$ cat src/irrxd_consts.svh
`ifndef IRRXD_CONSTS_SVH
`define IRRXD_CONSTS_SVH

// Baud ticks per decoded bit, counter range 0..15
`define IRRXD_TICKS_PER_BIT 5'h10
`define IRRXD_CNT_MAX 4'hF
`define IRRXD_CNT_ZERO 4'h0
`define IRRXD_CNT_ONE 4'h1
// Count at which the decoded bit is presented
`define IRRXD_CNT_UPDATE 4'h8
// Count at which the next pulse window opens
`define IRRXD_CNT_WINDOW 4'hC
// Idle level of the serial line
`define IRRXD_IDLE_LEVEL 1'b1
// FIFO geometry
`define IRRXD_FIFO_WIDTH 1
`define IRRXD_FIFO_DEPTH 16
`define IRRXD_FIFO_AW 4

`endif

$ cat src/irrxd_pkg.sv
package irrxd_pkg;
  // Decoder phase within a bit period, Gray coded along the usual path
  typedef enum logic [1:0] {
    IRRXD_IDLE = 2'h0,
    IRRXD_BIT = 2'h1,
    IRRXD_HOLD = 2'h3
  } irrxd_state_t;
endpackage

$ cat src/irrxd_fifo.sv
`timescale 1ns/1ps
`include "irrxd_consts.svh"

module irrxd_fifo #(
  parameter int WIDTH = `IRRXD_FIFO_WIDTH,
  parameter int DEPTH = `IRRXD_FIFO_DEPTH,
  parameter int AW = `IRRXD_FIFO_AW
) (
  // Clocking
  input wire logic i_clk,
  input wire logic i_rst_n,
  input wire logic i_ce,
  // Fill side
  input wire logic i_in_valid,
  output logic o_in_ready,
  input wire logic [WIDTH-1:0] i_in_data,
  // Drain side
  output logic o_out_valid,
  input wire logic i_out_ready,
  output logic [WIDTH-1:0] o_out_data
);
  logic [WIDTH-1:0] mem [DEPTH];
  logic [AW:0] wr_ptr;
  logic [AW:0] rd_ptr;
  logic [AW:0] next_wr_ptr;
  logic [AW:0] next_rd_ptr;
  logic full;
  logic empty;
  logic push;
  logic pop;

  // Extra pointer bit tells full from empty
  always_comb begin
    empty = (wr_ptr == rd_ptr);
    full = (wr_ptr[AW-1:0] == rd_ptr[AW-1:0]) && (wr_ptr[AW] != rd_ptr[AW]);
    push = i_ce && i_in_valid && !full;
    pop = i_ce && i_out_ready && !empty;
    next_wr_ptr = push ? wr_ptr + 1'b1 : wr_ptr;
    next_rd_ptr = pop ? rd_ptr + 1'b1 : rd_ptr;
    o_in_ready = !full;
    o_out_valid = !empty;
    o_out_data = mem[rd_ptr[AW-1:0]];
  end

  // Pointer registers
  always_ff @(posedge i_clk or negedge i_rst_n) begin
    if (!i_rst_n) begin
      wr_ptr <= '0;
      rd_ptr <= '0;
    end else begin
      wr_ptr <= next_wr_ptr;
      rd_ptr <= next_rd_ptr;
    end
  end

  // Storage has no reset; only written entries are ever read
  always_ff @(posedge i_clk) begin
    if (push) begin
      mem[wr_ptr[AW-1:0]] <= i_in_data;
    end
  end
endmodule // irrxd_fifo

$ cat src/irrxd_decoder.sv
`timescale 1ns/1ps
`include "irrxd_consts.svh"

// Operation
// - Baud tick clocks decoder, sixteen ticks per bit
// - Output bit built from tick timing, not raw
// - Enabled: pulses from pin, serial internal only
// - Local tick counter runs zero to fifteen
// - Falling input edge resets tick counter while window open
// - At count eight, present decoded bit
// - Decoded stream lags input by eight ticks
// - At count twelve, open next pulse window
module irrxd_decoder
  import irrxd_pkg::*;
(
  // Clocking
  input wire logic i_clk,
  input wire logic i_rst_n,
  input wire logic i_ce,
  // Control
  input wire logic i_enable,
  input wire logic i_baud_tick,
  // Pin side
  input wire logic i_infrared_pulse_in,
  // UART side
  output logic o_uart_rxd,
  output logic o_pin_rxd_used,
  // Decoded bit stream through FIFO
  output logic o_bit_valid,
  input wire logic i_bit_ready,
  output logic o_bit_data,
  output logic o_overflow
);

  // Overview of the receive path
  // Pin level crosses into the clock domain first
  // Only a settled high-to-low change counts as a fall
  // A fall marks the start of a pulse, hence a zero bit
  // Counter advances on baud ticks only, sixteen per bit
  // Counter is forced to zero by a fall while window open
  // Count eight presents the decoded bit to the UART
  // Count twelve reopens the window for the next pulse
  // Falls before count twelve after an accepted fall are treated as ringing
  // A period with no fall decodes as a one
  // Every decoded bit is also offered to the buffer
  // Full buffer drops the bit and raises sticky overflow
  // Disable parks the counter and idles the serial line
  // Clock enable low freezes every register here

  // Pin synchroniser: stage1 only feeds stage2
  logic sync1;
  logic sync2;
  logic sync3;
  logic pin_level;
  logic next_pin_level;
  logic fall;

  // Decoder state
  irrxd_state_t state;
  irrxd_state_t next_state;
  logic [3:0] cnt;
  logic [3:0] next_cnt;
  logic pulse_seen;
  logic next_pulse_seen;
  logic window_open;
  logic next_window_open;
  logic rxd;
  logic next_rxd;
  logic overflow;
  logic next_overflow;

  // Buffer handshake
  logic fifo_push;
  logic fifo_ready;

  // Three flops; a change counts once stages two and three agree
  // Filter costs three clocks of latency on every edge
  // Latency is the same for every pulse, so bit spacing holds
  // A glitch shorter than one clock never reaches pin_level
  // Hazard: pulses shorter than two clocks may be lost
  always_comb begin
    next_pin_level = (sync2 == sync3) ? sync3 : pin_level;
    fall = pin_level && !next_pin_level;
  end

  always_ff @(posedge i_clk or negedge i_rst_n) begin
    if (!i_rst_n) begin
      sync1 <= `IRRXD_IDLE_LEVEL;
      sync2 <= `IRRXD_IDLE_LEVEL;
      sync3 <= `IRRXD_IDLE_LEVEL;
      pin_level <= `IRRXD_IDLE_LEVEL;
    end else if (i_ce) begin
      sync1 <= i_infrared_pulse_in;
      sync2 <= sync1;
      sync3 <= sync2;
      pin_level <= next_pin_level;
    end
  end

  // Bit timing; falls are caught at system rate so short pulses survive
  // Idle: counter parked at zero, waiting for a first pulse
  // Bit: counter running, window closed until count twelve
  // Hold: decoded bit shown, waiting for next pulse or wrap
  // A fall takes priority over a tick in the same cycle
  // Trade-off: realign on each pulse rather than track drift
  // Limitation: no frame check, the UART does that
  always_comb begin
    next_state = state;
    next_cnt = cnt;
    next_pulse_seen = pulse_seen;
    next_window_open = window_open;
    next_rxd = rxd;
    next_overflow = overflow;
    fifo_push = 1'b0;
    if (!i_enable) begin
      next_state = IRRXD_IDLE;
      next_cnt = `IRRXD_CNT_ZERO;
      next_pulse_seen = 1'b0;
      next_window_open = 1'b1;
      next_rxd = `IRRXD_IDLE_LEVEL;
    end else begin
      case (state)
        IRRXD_IDLE: begin
          // Line idles high until the first pulse starts a frame
          if (fall) begin
            next_state = IRRXD_BIT;
            next_cnt = `IRRXD_CNT_ZERO;
            next_pulse_seen = 1'b1;
            next_window_open = 1'b0;
          end
        end
        IRRXD_BIT, IRRXD_HOLD: begin
          if (fall && window_open) begin
            // Pulse in window realigns the bit period
            next_cnt = `IRRXD_CNT_ZERO;
            next_pulse_seen = 1'b1;
            next_window_open = 1'b0;
            next_state = IRRXD_BIT;
          end else if (i_baud_tick) begin
            next_cnt = (cnt == `IRRXD_CNT_MAX) ? `IRRXD_CNT_ZERO : cnt + `IRRXD_CNT_ONE;
            if (next_cnt == `IRRXD_CNT_UPDATE) begin
              // Decoded bit emerges eight ticks after its pulse
              next_rxd = !pulse_seen;
              next_pulse_seen = 1'b0;
              next_state = IRRXD_HOLD;
              fifo_push = 1'b1;
              next_overflow = overflow || !fifo_ready;
            end
            if (next_cnt == `IRRXD_CNT_WINDOW) begin
              next_window_open = 1'b1;
            end
          end
        end
        default: begin
          next_state = IRRXD_IDLE;
        end
      endcase
    end
  end

  // Decoder registers; reset idles the line high
  // Overflow clears only here, never by software
  always_ff @(posedge i_clk or negedge i_rst_n) begin
    if (!i_rst_n) begin
      state <= IRRXD_IDLE;
      cnt <= `IRRXD_CNT_ZERO;
      pulse_seen <= 1'b0;
      window_open <= 1'b1;
      rxd <= `IRRXD_IDLE_LEVEL;
      overflow <= 1'b0;
    end else if (i_ce) begin
      state <= next_state;
      cnt <= next_cnt;
      pulse_seen <= next_pulse_seen;
      window_open <= next_window_open;
      rxd <= next_rxd;
      overflow <= next_overflow;
    end
  end

  // UART sees only the decoder while enabled
  // Route flag simply mirrors the enable input
  always_comb begin
    o_uart_rxd = rxd;
    o_pin_rxd_used = i_enable;
    o_overflow = overflow;
  end

  // Bits are dropped, not stalled, when full: the link cannot wait
  // Pushed value is the bit that the UART sees next cycle
  // Buffer shares the clock enable, so it freezes too
  // Consumer may drain at any pace while room remains
  // Sixteen entries cover one full byte frame and more
  irrxd_fifo u_fifo (
    .i_clk(i_clk),
    .i_rst_n(i_rst_n),
    .i_ce(i_ce),
    .i_in_valid(fifo_push),
    .o_in_ready(fifo_ready),
    .i_in_data(next_rxd),
    .o_out_valid(o_bit_valid),
    .i_out_ready(i_bit_ready),
    .o_out_data(o_bit_data)
  );
endmodule // irrxd_decoder

$ cat config.mk
export PLATFORM = sky130hd
export DESIGN_NAME = irrxd_decoder
export DESIGN_NICKNAME = d
export VERILOG_FILES = /design/src/irrxd_pkg.sv /design/src/irrxd_fifo.sv /design/src/irrxd_decoder.sv
export VERILOG_INCLUDE_DIRS = /design/src /design/src/src
export SDC_FILE = /design/constraint.sdc
export NUM_CORES = 1
export LEC_CHECK = 0
export CAP_MARGIN = 20
export CORE_UTILIZATION = 56
export DETAILED_ROUTE_END_ITERATION = 10
export DONT_BUFFER_PORTS = 1
export PLACE_DENSITY = 0.74
export SYNTH_ARGS = -nofsm -noshare
export SYNTH_HDL_FRONTEND = slang
export SYNTH_HIERARCHICAL = 1
export SYNTH_SLANG_ARGS = --single-unit
$ cat constraint.sdc
create_clock -name i_clk -period 2.5 [get_ports i_clk]
set_input_delay 0.25 -clock i_clk [delete_from_list [all_inputs] [get_ports i_clk]]
set_output_delay 0.25 -clock i_clk [all_outputs]
set_load 0.02 [all_outputs]
Yosys cells after proc, flatten, opt, wreduce, memory -nomap -nowiden
Memory sizes are Yosys's and may differ from the RTL's.
Index checks and enable logic that the tools add are counted.

word-level totals
  output and inout port bits = 5
  logic and storage cells = 87
  RAM bits = 16
  register bits = 24
  memories = 1

operators by class
  bitwise gates (word level) = 1
  mux-type cells = 37
  add/subtract/negate cells = 3
  reductions and logical operators = 19
  equal/unequal tests = 14

memory list
  memory      words  width  read ports  clocked after Yosys merged registers in  write ports  line              text
  u_fifo.mem  16     1      1           0                                        1            irrxd_fifo.sv:22  logic [WIDTH-1:0] mem [DEPTH];

operators with widths
  kind                   count
  $mux W1                23
  $mux W4                5
  $eq A4 B4 Y1 const B   3
  $ne A4 B4 Y1 const B   3
  $add A5 B1 Y5 const B  2
  $mux W2                5
  $reduce_and A5 Y1      2
  $pmux W4 S2            1
  $reduce_and A4 Y1      2
  $logic_and A1 B1 Y1    7
  $reduce_and A6 Y1      1
  $eq A5 B5 Y1           1
  $add A4 B1 Y4 const B  1
  $eq A4 B4 Y1           1
  $logic_not A1 Y1       4
  $pmux W1 S2            2
  $pmux W2 S2            1
  $ne A3 B1 Y1 const B   1
  $ne A3 B3 Y1 const B   1
  $eq A2 B1 Y1 const B   1
  $eq A2 B2 Y1 const B   1
  $logic_not A2 Y1       1
  $reduce_or A2 Y1       1
  $eq A1 B1 Y1           1
  other kinds (3)        3

Depth between registers and ports, before layout
Gate-level depths: netlist of run 1.

  depth after elaboration = 12
  gate-level depth with buffers = 8
  mapped depth without buffers = 8

By module
The synthesis of run 1 kept the hierarchy.

by module, submodules not included
  module         cells each  seq. area each (um2)  instances  area an instance (um2)
  irrxd_fifo     109         730.7                 1          1,361.3
  irrxd_decoder  78          357.8                 1          770.7

Worst setup path after synthesis of run 1
No wires, ideal clock.

  path type = reg-to-reg
  start point = register cnt[0]
  end point = memory u_fifo/mem[0] (netlist bit) (data pin)
  stages on the path, launching flop included = 5
  slack = -0.079 ns
  data arrival time = 2.160 ns
  setup time = 0.419 ns
  period minus slack after synthesis = 2.579 ns
  path through = dfrtp_1 -> ha_1 -> nand2_1 -> or2_2 -> o311ai_0

between the ends
  longest elaborated chain between the ends = 8
  elaborated cells on any way between the ends = 9
  classes of those cells = 1 x add/sub; 2 x eq/ne; 6 x mux

ends and longest elaborated chain
  item                                                            line                  text
  from (decl)                                                     irrxd_decoder.sv:61   logic [3:0] cnt;
  from (signal assigned)                                          irrxd_decoder.sv:166  cnt <= `IRRXD_CNT_ZERO;
  from (signal assigned)                                          irrxd_decoder.sv:173  cnt <= next_cnt;
  $add A4 B1 Y4 (no line) / $eq A4 B4 Y1 (equally long branches)  -
  $mux W4 (no line) *                                             -
  $eq A4 B4 Y1 (no line) *                                        -
  $mux W1 *                                                       irrxd_decoder.sv:141  if (next_cnt == `IRRXD_CNT_UPDATE) begin
  $mux W1 *                                                       irrxd_decoder.sv:139  end else if (i_baud_tick) begin
  $mux W1 *                                                       irrxd_decoder.sv:133  if (fall && window_open) begin
  $mux W1 *                                                       irrxd_decoder.sv:122  case (state)
  $mux W1 *                                                       irrxd_decoder.sv:115  if (!i_enable) begin
  via next_rxd                                                    irrxd_decoder.sv:68   logic next_rxd;
  to (decl)                                                       irrxd_fifo.sv:22

The timed path passes the listed nets; every way through them passes the cells marked *.

Worst setup path after layout of run 1
  start point = register cnt[1]
  end point = memory u_fifo/mem[2] (netlist bit) (enable)

between the ends
  longest elaborated chain between the ends = 12
  elaborated cells on any way between the ends = 13
  classes of those cells = 1 x add/sub; 2 x eq/ne; 8 x mux; 2 x reduce/logical

ends and longest elaborated chain
  item                                                            line                  text
  $add A4 B1 Y4 (no line) / $eq A4 B4 Y1 (equally long branches)  -
  $mux W4 (no line) *                                             -
  $eq A4 B4 Y1 (no line) *                                        -
  $mux W1 *                                                       irrxd_decoder.sv:141
  $mux W1 *                                                       irrxd_decoder.sv:139
  $mux W1 *                                                       irrxd_decoder.sv:133
  $mux W1 *                                                       irrxd_decoder.sv:122
  $mux W1 *                                                       irrxd_decoder.sv:115
  via fifo_push                                                   irrxd_decoder.sv:73   logic fifo_push;
  $logic_and A1 B1 Y1 * (2 in series)                             irrxd_fifo.sv:36      push = i_ce && i_in_valid && !full;
  $mux W1 *                                                       irrxd_fifo.sv:58      if (push) begin
  $mux W1 (not written as such) *                                 irrxd_fifo.sv:59      mem[wr_ptr[AW-1:0]] <= i_in_data;

Marked as above.

==> results of run 1 <==
## sequential cells by signal (all words and copies together), names as in the netlist
register	count
u_fifo/mem	16
u_fifo/wr_ptr	5
sync2	1
state	2
u_fifo/rd_ptr	5
pulse_seen	1
sync1	1
sync3	1
o_uart_rxd	1
window_open	1
o_overflow	1
pin_level	1
cnt	4
## cell families (layout without fill, tap and decap cells)
group,after synthesis,after routing,synth area share [%]
flip-flops,40,40,51.1
AND/OR/NAND/NOR,61,61,15.7
adder cells (fa/ha/maj),6,6,3.52
buffers and inverters,19,26,4.93
XOR/XNOR,12,12,4.93
AO/OA/AOI/OAI,39,39,12.6
multiplexers,10,10,7.28
## stage by stage
stage | hold slack [ps] | power (mW) | utilization [%] | setup WS, ps
2_1_floorplan | -45.6 | 1.32 | - | 317
3_3_place_gp | -44.6 | 1.35 | 58.7 | 186
3_5_place_dp | -44.6 | 1.38 | 58.7 | 57.3
4_1_cts | 24.3 | 1.92 | 62.9 | 51.8
5_1_grt | 23.2 | 2.01 | 63.1 | 36.7
6_report | 27.8 | 1.91 | 63.1 | 186
## critical path, cell delays in order (launching register included)
cell                      delay, ps
sky130_fd_sc_hd__dfrtp_1        400
sky130_fd_sc_hd__ha_1           240
sky130_fd_sc_hd__nand2_1        110
sky130_fd_sc_hd__or2_2          330
sky130_fd_sc_hd__nor3_2         270
sky130_fd_sc_hd__nand2_1        160
sky130_fd_sc_hd__or3_1          380
sky130_fd_sc_hd__nor2_1         140
## metal layers
metal  routed length [µm]  vias up  share of wire [%]
li1                     -      690                  -
met1                 1630      713                 41
met2                 2150       53                 54
met3                  167        8                4.2
met4                   55        0                1.4
met5                    0        -                  0
## final cells by class
class	instances	area [µm²]	share of cell area (%)
flip-flops and latches	40	1090	47.2
multi-input cells	128	945	40.9
clock buffers	5	68.8	2.98
well taps	48	60.1	2.60
repair buffers	5	55.1	2.38
inverters	13	48.8	2.11
clock inverters	3	42.5	1.84
## path summary, 6_finish.rpt
check | depth (start not counted) | slack [ps] | to
worst max-delay path | 7 | 190 | u_fifo/mem[2]
worst min register to register | 2 | 530 | pin_level
worst max register to register | 7 | 190 | u_fifo/mem[2]
worst min-delay path | 1 | 30 | sync3
max in group asynchronous | 2 | 1880 | o_uart_rxd
min in group asynchronous | 2 | 380 | u_fifo/rd_ptr[1]
## cells in the mapped netlist, types with 3 or more instances
| cell | number | share of area (%) |
|---|---|---|
| sky130_fd_sc_hd__nand2_1 | 13 | 2.3 |
| sky130_fd_sc_hd__edfxtp_1 | 16 | 23 |
| sky130_fd_sc_hd__nor2_1 | 18 | 3.2 |
| sky130_fd_sc_hd__o21ai_0 | 8 | 1.9 |
| sky130_fd_sc_hd__inv_1 | 13 | 2.3 |
| sky130_fd_sc_hd__nor3_1 | 5 | 1.2 |
| sky130_fd_sc_hd__nand3_1 | 8 | 1.9 |
| sky130_fd_sc_hd__dfrtp_1 | 18 | 21 |
| sky130_fd_sc_hd__mux2_2 | 3 | 1.6 |
| sky130_fd_sc_hd__mux4_2 | 4 | 4.2 |
| sky130_fd_sc_hd__o22ai_1 | 5 | 1.5 |
| sky130_fd_sc_hd__buf_6 | 4 | 2.1 |
| sky130_fd_sc_hd__dfstp_2 | 6 | 7.4 |
| sky130_fd_sc_hd__xnor2_1 | 8 | 3.3 |
| sky130_fd_sc_hd__ha_1 | 6 | 3.5 |
| sky130_fd_sc_hd__xor2_1 | 4 | 1.6 |
| sky130_fd_sc_hd__a21oi_1 | 11 | 2.6 |
## repair_timing
item	CTS	global route
resized for setup	0	2
hold buffers	3	0
buffers inserted	0	0
setup endpoints to repair	0	10
endpoints found under the hold margin	25	0
## power by group through the flow
stage          Combinational, mW  Clock, mW  Sequential [mW]
2_1_floorplan              0.453          0            0.863
3_3_place_gp               0.419          0            0.931
3_5_place_dp               0.446          0            0.938
4_1_cts                    0.465      0.531            0.924
5_1_grt                    0.512      0.557            0.943
6_report                   0.464      0.516            0.925
==> results.txt, run 1 <==
----------------------------------------------------
[Outcome]
  Status ... finished, final reports clean

[CTS]
  CTS tree ... yes
  Number of buffers inserted during clock tree synthesis ... 5
  Clock Root Buffer ... sky130_fd_sc_hd__clkbuf_8
  Clock sink count ... 40
  Bufs on Longest Clock Path ... 2
  Worst-skew pair later-pin latency ... 290 ps
  Clock-pin slew on the worst setup and hold paths ... 80 ps
  H-tree depth ... 2

[Die]
  Area of the die ... 4060 µm²
  Ports ... 12
  Initial Util ... 58.2%
  Cell row count ... 22
  Floorplan Core Area ... 3660 µm²
  Die extent in x ... 63.7 µm
  Height of the chip ... 63.7 µm

[Placed design]
  DP Wirelength ... 2900 µm
  Instance area after placement ... 2150 µm²
  Count of placed standard cells including taps ... 231
  Port Buf Inserts ... 0
  Final Wtd Congestion ... 0.820

[Min path]
  Startpoint of the tightest hold check path ... i_ce
  Classification of the worst-slack hold path ... input port to flip-flop

[Route]
  Pre-Repair DR Iteration Count ... 4
  Post-route antenna net violation count ... 0
  Overall routed net length ... 4010 µm
  Routed wire length per instance ... 16.6 µm
  Post-route DRC ... 0
  Iteration-0 DRC count of the detailed router ... 57
  Routed vias ... 1464
  Via count normalized by instance count ... 6.05

[STA]
  Final Max Tran Viols ... 0
  Final period demand of the worst path ... 2310 ps
  Period Utilization, post-route ... 92.6%
  Slew HR ... 59.6%
  Summed negative setup slack over all endpoints ... 0 ps
  Slew at the pin closest to its max-slew limit ... 600 ps
  Achievable Freq ... 432 MHz
  Setup repair after global routing missed its margin ... false
  Final setup violation count ... 0
  Number of hold-slack violations in the final timing report ... 0
  Clock skew ... 7.05 ps

[Critical path]
  Reg-to-reg startpoint ... cnt[1]
  Crit path launch type ... flip-flop
  Worst Setup SP ... cnt[1]
  Arrival time worst endpoint ... 2310 ps
  Critical path class ... flip-flop to flip-flop
  Data required time at the worst endpoint ... 2500 ps
  Critical path peak fanout ... 5
  Critical Path End Type ... flip-flop

[Power]
  Part of the power in registers ... 48.6%
  PwrDens ... 825 nW/µm²
  Logic gate share of total power ... 24.3%
  Maximum vdd drop ... 474 µV
  Leak pwr ... 0.892 nW
  Clock share of power ... 27.1%
  Int Pwr ... 1.29 mW
  Share of total power consumed by net switching ... 32.2%
  Switching Power ... 613 µW

[GRT]
  Via count of the first global-routing pass ... 1489
  First-pass GRT wire length ... 6980 µm
  Antenna violations before repair ... 0
  Fraction of met1 tracks used by global routing ... 26.0%
  Most Crowded Layer GR ... met2
  Largest net degree at the start of global routing ... 25
  Met3 capacity usage during global routing ... 5.25%
  Grt total ovfl ... 0
  Met2 GRT Util ... 40.6%
  Overall Global Routing Usage ... 23.3%

[Layout]
  Commonest non-fill, non-tap cells in the layout ... sky130_fd_sc_hd__nor2_1 (18), sky130_fd_sc_hd__dfrtp_1 (18), sky130_fd_sc_hd__edfxtp_1 (16)
  Count of antenna diodes in the layout ... 0
  Share of layout cells above drive strength 1 ... 19.1%
  Final Cell Area ... 2310 µm²
  Filler Cells Inserted ... 282
  Post-route insts no fill ... 242
  Area overhead of the layout relative to synthesis ... 8.27%
  Layout net count ... 206

[Yosys]
  Number of synthesized flops with an enable pin ... 16
  FF+latch count, synth ... 40
  Combined area of all synthesized cells ... 2130 µm²
  Synth async-reset ratio ... 60.0%
  Main flop type after synthesis ... sky130_fd_sc_hd__dfrtp_1
  Post-Synthesis Net Count ... 200
  Syn Area/Cell ... 11.4 µm²
  Fraction of the yosys area taken by sequential cells ... 51.1%
  Netlist cell types ... 49
  Instance count of the mapped netlist ... 187
  Yosys warns ... 6

[Job]
  Count of maximum capacitance violations ... 0

----------------------------------------------------
No activity file was read; power rests on OpenSTA's default activity.
==> run 2, diff against run 1 <==
--- a/config.mk
+++ b/config.mk
@@ -6,11 +6,13 @@
 export SDC_FILE = /design/constraint.sdc
 export NUM_CORES = 1
 export LEC_CHECK = 0
+export ABC_AREA = 1
 export CAP_MARGIN = 20
-export CORE_UTILIZATION = 56
+export CORE_UTILIZATION = 57
 export DETAILED_ROUTE_END_ITERATION = 10
 export DONT_BUFFER_PORTS = 1
-export PLACE_DENSITY = 0.74
+export PLACE_DENSITY = 0.75
+export SETUP_SLACK_MARGIN = 0.05
 export SYNTH_ARGS = -nofsm -noshare
 export SYNTH_HDL_FRONTEND = slang
 export SYNTH_HIERARCHICAL = 1
==> run 2 against run 1 <==
Flip-flop and latch count is the same. Worst hold slack is essentially flat. Non-clock buffer count shrank 1. Sequential share of layout area shrank 3.4 points. Routed wire length grew 10%. Critical endpoint is now u_fifo/mem[15].
==> results.txt, run 2 <==
----------------------------------------------------
[Outcome]
  Status ... finished, final reports clean

[Die]
  Ports ... 12 (unchanged)
  Cell row count ... 22 (unchanged)
  Initial Util ... 61.8% (+3.6 points)
  Die extent in x ... 66.2 µm (+3.9%)
  Area of the die ... 4380 µm² (+8.0%)
  Height of the chip ... 66.2 µm (+3.9%)
  Floorplan Core Area ... 3800 µm² (+3.8%)

[Yosys]
  Post-Synthesis Net Count ... 310 (+55%)
  Fraction of the yosys area taken by sequential cells ... 46.4% (-4.7 points)
  Netlist cell types ... 31 (-37%)
  Instance count of the mapped netlist ... 297 (+59%)
  Syn Area/Cell ... 7.91 µm² (-31%)
  Yosys warns ... 6 (unchanged)
  Cell with the most instances after synthesis ... sky130_fd_sc_hd__nand2_1
  Top cells by area in the synthesized netlist ... sky130_fd_sc_hd__edfxtp_1 (20%), sky130_fd_sc_hd__dfrtp_1 (19%), sky130_fd_sc_hd__nand2_1 (17%)
  Top cell type by total area after synthesis ... sky130_fd_sc_hd__edfxtp_1
  Main flop type after synthesis ... sky130_fd_sc_hd__dfrtp_1
  Synth async-reset ratio ... 60.0% (unchanged)
  Combined area of all synthesized cells ... 2350 µm² (+10%)
  Top post-synthesis cells by count ... sky130_fd_sc_hd__nand2_1 (106), sky130_fd_sc_hd__inv_1 (30), sky130_fd_sc_hd__nand3_1 (27), sky130_fd_sc_hd__nor2_1 (19), sky130_fd_sc_hd__dfrtp_1 (18)
  Number of synthesized flops with an enable pin ... 16 (unchanged)
  Synth top area share ... 20.5% (-2.1 points)
  FF+latch count, synth ... 40 (unchanged)

[Route]
  Via count normalized by instance count ... 5.14 (-15%)
  Routed wire length per instance ... 12.5 µm (-24%)
  Overall routed net length ... 4410 µm (+10%)
  Pre-Repair DR Iteration Count ... 4 (unchanged)
  Iteration-0 DRC count of the detailed router ... 148 (+160%)
  Routed vias ... 1810 (+24%)
  Post-route antenna net violation count ... 0 (unchanged)
  Post-route DRC ... 0 (unchanged)

[Layout]
  Filler Cells Inserted ... 338 (+20%)
  Commonest non-fill, non-tap cell in the layout ... sky130_fd_sc_hd__nand2_1
  Number of flip-flops under the largest register name ... 16 (unchanged)
  Layout net count ... 316 (+53%)
  Total area of multi-input combinational cells ... 1070 µm² (+13%)
  Commonest non-fill, non-tap cells in the layout ... sky130_fd_sc_hd__nand2_1 (106), sky130_fd_sc_hd__inv_1 (30), sky130_fd_sc_hd__nand3_1 (27)
  Share of the core filled with cells ... 65.5% (+2.4 points)
  Storage cell area ... 1090 µm² (unchanged)
  Share of layout cells above drive strength 1 ... 18.1% (-0.98 points)
  Count of antenna diodes in the layout ... 0 (unchanged)
  Area overhead of the layout relative to synthesis ... 5.91%

[Critical path]
  Data required time at the worst endpoint ... 2520 ps (+20 ps)
  Crit path launch type ... flip-flop
  Critical path peak fanout ... 5 (unchanged)
  Critical Path End Type ... flip-flop
  Critical path class ... flip-flop to flip-flop
  Buffers & Inverters on Critical Path ... 2 (+2)
  Largest incremental delay on the critical path ... 410 ps (about the same)
  Family with the most delay on the worst path ... simple AND/OR/NAND/NOR gates
  Worst path slowest cell ... sky130_fd_sc_hd__dfrtp_1
  Most Frequent Cell on Critical Path ... sky130_fd_sc_hd__nand2_1
  Arrival time worst endpoint ... 1970 ps (-340 ps)
  Crit path cell chain ... ha_1, nand2_2, inv_2, nand4_2, nor2_1, nand2_1, nor3_1, nand2_1, inv_1

[STA]
  Slew HR ... 73.7% (+14 points)
  Hold_ws ... 27.5 ps (-0.298 ps)
  Slew at the pin closest to its max-slew limit ... 394 ps (-206 ps)
  Summed negative setup slack over all endpoints ... 0 ps (unchanged)
  Number of hold-slack violations in the final timing report ... 0 (unchanged)
  Period Utilization, post-route ... 78.0% (-15 points)
  Setup repair after global routing missed its margin ... false
  Final Max Tran Viols ... 0 (unchanged)
  Final setup violation count ... 0 (unchanged)
  Achievable Freq ... 513 MHz (+19%)
  Clock skew ... 6.44 ps (-0.616 ps)
  Final period demand of the worst path ... 1950 ps (-363 ps)

[Power]
  Part of the power in registers ... 55.5% (+6.9 points)
  Total power after layout ... 1.43 mW (-25%)
  Leak pwr ... 1.16 nW (+30%)
  PwrDens ... 575 nW/µm² (-30%)
  Share of total power consumed by net switching ... 28.7% (-3.5 points)
  Int Pwr ... 1.02 mW (-21%)
  Logic gate share of total power ... 15.6% (-8.7 points)
  Clock share of power ... 28.9% (+1.8 points)
  Maximum vdd drop ... 399 µV (-16%)
  Switching Power ... 410 µW (-33%)

[Placed design]
  Port Buf Inserts ... 0 (unchanged)
  Final Wtd Congestion ... 0.863 (+5.2%)
  DP Wirelength ... 3180 µm (+9.5%)

[GRT]
  Via count of the first global-routing pass ... 1701 (+14%)
  Largest net degree at the start of global routing ... 25 (unchanged)
  First-pass GRT wire length ... 7520 µm (+7.7%)
  Antenna violations before repair ... 0 (unchanged)
  Overall Global Routing Usage ... 23.3% (+0.047 points)
  Grt total ovfl ... 0 (unchanged)

[Min path]
  Classification of the worst-slack hold path ... input port to flip-flop

[CTS]
  CTS tree ... yes
  Worst-skew pair later-pin latency ... 290 ps (about the same)
  Clock-pin slew on the worst setup and hold paths ... 80 ps (about the same)
  Number of buffers inserted during clock tree synthesis ... 5 (unchanged)
  Post CTS Setup Buffer Count ... 0 (unchanged)
  Clock sink count ... 40 (unchanged)
  Clock Root Buffer ... sky130_fd_sc_hd__clkbuf_8
  Bufs on Longest Clock Path ... 2 (unchanged)
  H-tree depth ... 2 (unchanged)

[Job]
  Count of maximum capacitance violations ... 0 (unchanged)

----------------------------------------------------
## run 2: what timing repair did
item | in CTS | in global routing
hold endpoints to repair | 24 | 0
resized for setup | 0 | 0
hold buffers | 2 | 0
## run 2: path summary, 6_finish.rpt
check                           startpoint               end  slack, ps  depth (start not counted)
min in group asynchronous          i_rst_n  u_fifo/rd_ptr[4]        400                          2
worst min-delay path                  i_ce             sync3         30                          1
worst min register to register       sync1             sync1        470                          2
max in group asynchronous          i_rst_n        o_uart_rxd       1880                          2
worst max register to register      cnt[0]    u_fifo/mem[15]        550                          9
worst max-delay path                cnt[0]    u_fifo/mem[15]        550                          9
## run 2: layout make-up
class | instances | area share [%]
clock buffer | 7 | 3.07
clock inverter | 1 | 0.201
inverter | 38 | 5.73
multi-input combinational | 214 | 43.0
sequential | 40 | 43.8
tap | 48 | 2.41
timing repair buffer | 4 | 1.81
## run 2: cells by family (layout without fill, tap and decap cells)
family	count (synthesis)	in the layout	share of synthesized area, %
buffers and inverters	43	50	8.10
xor gates and xnor gates	3	3	1.12
adders and majority gates	6	6	3.20
DFF	40	40	46.4
and+or+nand+nor	188	188	37.2
AOI/OAI and AO/OA	17	17	4.05
## run 2: layer usage
metal / track usage, % / wire (µm) / up-vias
li1: - / - / 946
met1: 32.5 / 2240 / 828
met2: 36.1 / 1950 / 32
met3: 6.03 / 179 / 4
met4: 5.85 / 43 / 0
met5: 0 / 0 / -
## run 2: metrics by stage
stage | area [µm²] | cells | setup WS, ps
floorplan | 2350 | 297 | 722
global placement | 2380 | 342 | 596
detailed placement | 2380 | 342 | 575
CTS | 2490 | 352 | 548
global route | 2490 | 352 | 348
finish | 2490 | 352 | 549
## run 2: power by group through the flow
| stage | Clock [mW] | Combinational [mW] | Sequential (mW) |
|---|---|---|---|
| after floorplan | 0 | 0.182 | 0.795 |
| after global placement | 0 | 0.210 | 0.806 |
| after detailed placement | 0 | 0.211 | 0.808 |
| after CTS | 0.422 | 0.226 | 0.794 |
| after global routing | 0.447 | 0.261 | 0.801 |
| final | 0.414 | 0.222 | 0.794 |
==> run 3, diff against run 2 <==
--- a/config.mk
+++ b/config.mk
@@ -8,10 +8,10 @@
 export LEC_CHECK = 0
 export ABC_AREA = 1
 export CAP_MARGIN = 20
-export CORE_UTILIZATION = 57
+export CORE_UTILIZATION = 60
 export DETAILED_ROUTE_END_ITERATION = 10
 export DONT_BUFFER_PORTS = 1
-export PLACE_DENSITY = 0.75
+export PLACE_DENSITY = 0.76
 export SETUP_SLACK_MARGIN = 0.05
 export SYNTH_ARGS = -nofsm -noshare
 export SYNTH_HDL_FRONTEND = slang
==> constraint.sdc (replaced) <==
create_clock -name i_clk -period 1.8 [get_ports i_clk]
set_input_delay 0.18 -clock i_clk [delete_from_list [all_inputs] [get_ports i_clk]]
set_output_delay 0.18 -clock i_clk [all_outputs]
set_load 0.02 [all_outputs]
==> run 3 against run 2 <==
Critical path type is now flip-flop to output pin. Total power increased by 47%. Clock skew decreased by 0.76 ps. Sequential power increased by 39%. Flip-flop and latch count unchanged. First-iteration DRC count decreased by 4.1%. Highest routed layer unchanged.
==> results.txt, run 3 (synthesis gave the netlist of run 2 again) <==
----------------------------------------------------
[Critical path]
  Worst Setup SP ... u_fifo/rd_ptr[0]
  Crit path cell chain ... inv_2, buf_6, nand2_2, nand2_1, nand2_1, nand3_1, nand2_1, o21ai_1, buf_4
  Data required time at the worst endpoint ... 1620 ps (-900 ps)
  Reg-to-reg startpoint ... cnt[0]
  Buffers & Inverters on Critical Path ... 3 (+1)
  Critical path peak fanout ... 5 (unchanged)
  Setup slack, reg-to-reg ... 60 ps (-490 ps)
  Worst r2r path cells ... 9 (unchanged)
  Crit path launch type ... flip-flop
  Critical path class ... flip-flop to output pin
  Most Frequent Cell on Critical Path ... sky130_fd_sc_hd__nand2_1
  Family with the most delay on the worst path ... flip-flops
  Reg2reg end ... u_fifo/mem[2]
  Critical Path End Type ... output pin
  Largest incremental delay on the critical path ... 440 ps (+30 ps)
  Worst path slowest cell ... sky130_fd_sc_hd__dfrtp_1
  Number of cells on the critical path ... 9 (unchanged)
  Arrival time worst endpoint ... 1590 ps (-380 ps)
  Capture point of the worst path ... o_bit_data

[CTS]
  Bufs on Longest Clock Path ... 2 (unchanged)
  Worst-skew pair later-pin latency ... 290 ps (about the same)
  Clock sink count ... 40 (unchanged)
  CTS tree ... yes
  Clock-pin slew on the worst setup and hold paths ... 80 ps (about the same)
  Number of buffers inserted during clock tree synthesis ... 5 (unchanged)
  Clock Root Buffer ... sky130_fd_sc_hd__clkbuf_8
  H-tree depth ... 2 (unchanged)

[Layout]
  Filler Cells Inserted ... 239 (-29%)
  Storage cell area ... 1100 µm² (+0.92%)
  Total area of multi-input combinational cells ... 1250 µm² (+17%)
  Number of flip-flops under the largest register name ... 16 (unchanged)
  Area overhead of the layout relative to synthesis ... 23.1%
  Count of antenna diodes in the layout ... 0 (unchanged)
  Layout net count ... 341 (+7.9%)
  Commonest non-fill, non-tap cell in the layout ... sky130_fd_sc_hd__nand2_1
  Post-route insts no fill ... 377 (+7.1%)
  Commonest non-fill, non-tap cells in the layout ... sky130_fd_sc_hd__nand2_1 (100), sky130_fd_sc_hd__inv_1 (28), sky130_fd_sc_hd__nand3_1 (26)
  Share of layout cells above drive strength 1 ... 32.2% (+14 points)

[STA]
  Achievable Freq ... 565 MHz
  Final period demand of the worst path ... 1770 ps
  Slew at the pin closest to its max-slew limit ... 307 ps (-87.6 ps)
  Slew HR ... 79.4% (+5.7 points)
  Final setup violation count ... 0 (unchanged)
  Setup repair after global routing missed its margin ... true
  Period Utilization, post-route ... 98.2%
  Summed negative setup slack over all endpoints ... 0 ps (unchanged)
  Clock skew ... 5.68 ps (-0.759 ps)
  Number of hold-slack violations in the final timing report ... 0 (unchanged)
  Final Max Tran Viols ... 0 (unchanged)

[Die]
  Cell row count ... 22 (unchanged)
  Ports ... 12 (unchanged)
  Initial Util ... 63.2% (+1.4 points)
  Die extent in x ... 64.6 µm (-2.5%)
  Area of the die ... 4170 µm² (-4.8%)
  Height of the chip ... 64.6 µm (-2.5%)
  Floorplan Core Area ... 3720 µm² (-2.2%)

[Power]
  Leak pwr ... 1.31 nW (+13%)
  Maximum vdd drop ... 503 µV (+26%)
  PwrDens ... 728 nW/µm² (+27%)

[GRT]
  Largest net degree at the start of global routing ... 25 (unchanged)
  Fraction of met1 tracks used by global routing ... 36.4% (+3.9 points)
  Via count of the first global-routing pass ... 1806 (+6.2%)
  First-pass GRT wire length ... 8160 µm (+8.4%)
  Antenna violations before repair ... 0 (unchanged)
  Met2 GRT Util ... 40.0% (+3.9 points)
  Overall Global Routing Usage ... 26.3% (+2.9 points)
  Grt total ovfl ... 0 (unchanged)
  Most Crowded Layer GR ... met2
  Met3 capacity usage during global routing ... 5.99% (-0.049 points)

[Outcome]
  Status ... finished, final reports clean

[Placed design]
  Final Wtd Congestion ... 0.842 (-2.4%)
  Port Buf Inserts ... 0 (unchanged)
  DP Wirelength ... 3460 µm (+8.9%)
  Count of placed standard cells including taps ... 352 (+2.9%)

[Route]
  Routed wire length per instance ... 14.9 µm (+19%)
  Via count normalized by instance count ... 5.44 (+5.8%)
  Iteration-0 DRC count of the detailed router ... 142 (-4.1%)
  Routed vias ... 2051 (+13%)
  Post-route antenna net violation count ... 0 (unchanged)
  Pre-Repair DR Iteration Count ... 4 (unchanged)
  Post-route DRC ... 0 (unchanged)
  Overall routed net length ... 5630 µm (+28%)

[Job]
  Count of maximum capacitance violations ... 0 (unchanged)

[Min path]
  Classification of the worst-slack hold path ... input port to flip-flop

----------------------------------------------------
==> run 3: cell types whose count changed in the layout (fill, tap and decap cells not counted), sizes merged <==
cell / delta
nand2: +1
buf: +21
clkinv: +1
dlygate4sd3: +2
==> run 3: timing repair <==
| item | in CTS | in global routing |
|---|---|---|
| hold buffers | 3 | 0 |
| buffers inserted | 3 | 8 |
| gates resized for setup | 12 | 40 |
| endpoints found under the setup margin | 18 | 37 |
| pin swaps | 6 | 19 |
| gates cloned | 0 | 2 |
| hold endpoints to repair | 28 | 0 |
==> run 3: per-layer routing <==
layer	routed length, µm	share of wire (%)
met2	2720	48
met1	2550	45
met4	67	1.2
met5	0	0
met3	299	5.3
==> run 3: power breakdown <==
part	total [mW]	switching, mW	leakage [nW]	internal [mW]
clock	0.615	0.309	0.0510	0.306
sequential	1.10	0.0626	0.438	1.04
combinational	0.385	0.241	0.817	0.145
==> run 3: worst min path at each step <==
stage,start,endpoint,slack (ps),depth (start not counted)
2_1_floorplan,i_rst_n,cnt[0],-120,0
3_3_place_gp,i_rst_n,u_fifo/rd_ptr[2],-120,0
3_5_place_dp,i_rst_n,u_fifo/rd_ptr[0],-120,0
4_1_cts,i_enable,window_open,30,3
5_1_grt,i_enable,pulse_seen,30,2
6_report,i_enable,pulse_seen,40,2
==> run 3: worst register-to-register path, delay by kind of cell, from the launching register on <==
kind	cells	cell delay, ps
flip-flops	1	400
adder cells (fa/ha/maj)	1	210
buffers and inverters	2	180
AND/OR/NAND/NOR	6	670
==> run 3: per-stage QoR <==
stage          setup slack (ps)  area (µm²)  hold slack [ps]  power (mW)  util (%)
2_1_floorplan              53.8        2350             -116        1.36         -
3_3_place_gp               56.4        2450             -115        1.42      66.0
3_5_place_dp              -11.7        2450             -115        1.44      66.0
4_1_cts                    20.0        2630             27.6        2.08      70.8
5_1_grt                   -47.0        2890             31.5        2.20      77.8
6_report                   31.6        2890             35.5        2.10      77.8
==> run 3: cell type report <==
cell class              instances  area share [%]
inverters                      38            5.19
flip-flops and latches         40            38.0
repair buffers                 28            8.31
clock buffers                   6            2.86
multi-input cells             215            43.2
well taps                      48            2.08
clock inverters                 2           0.346
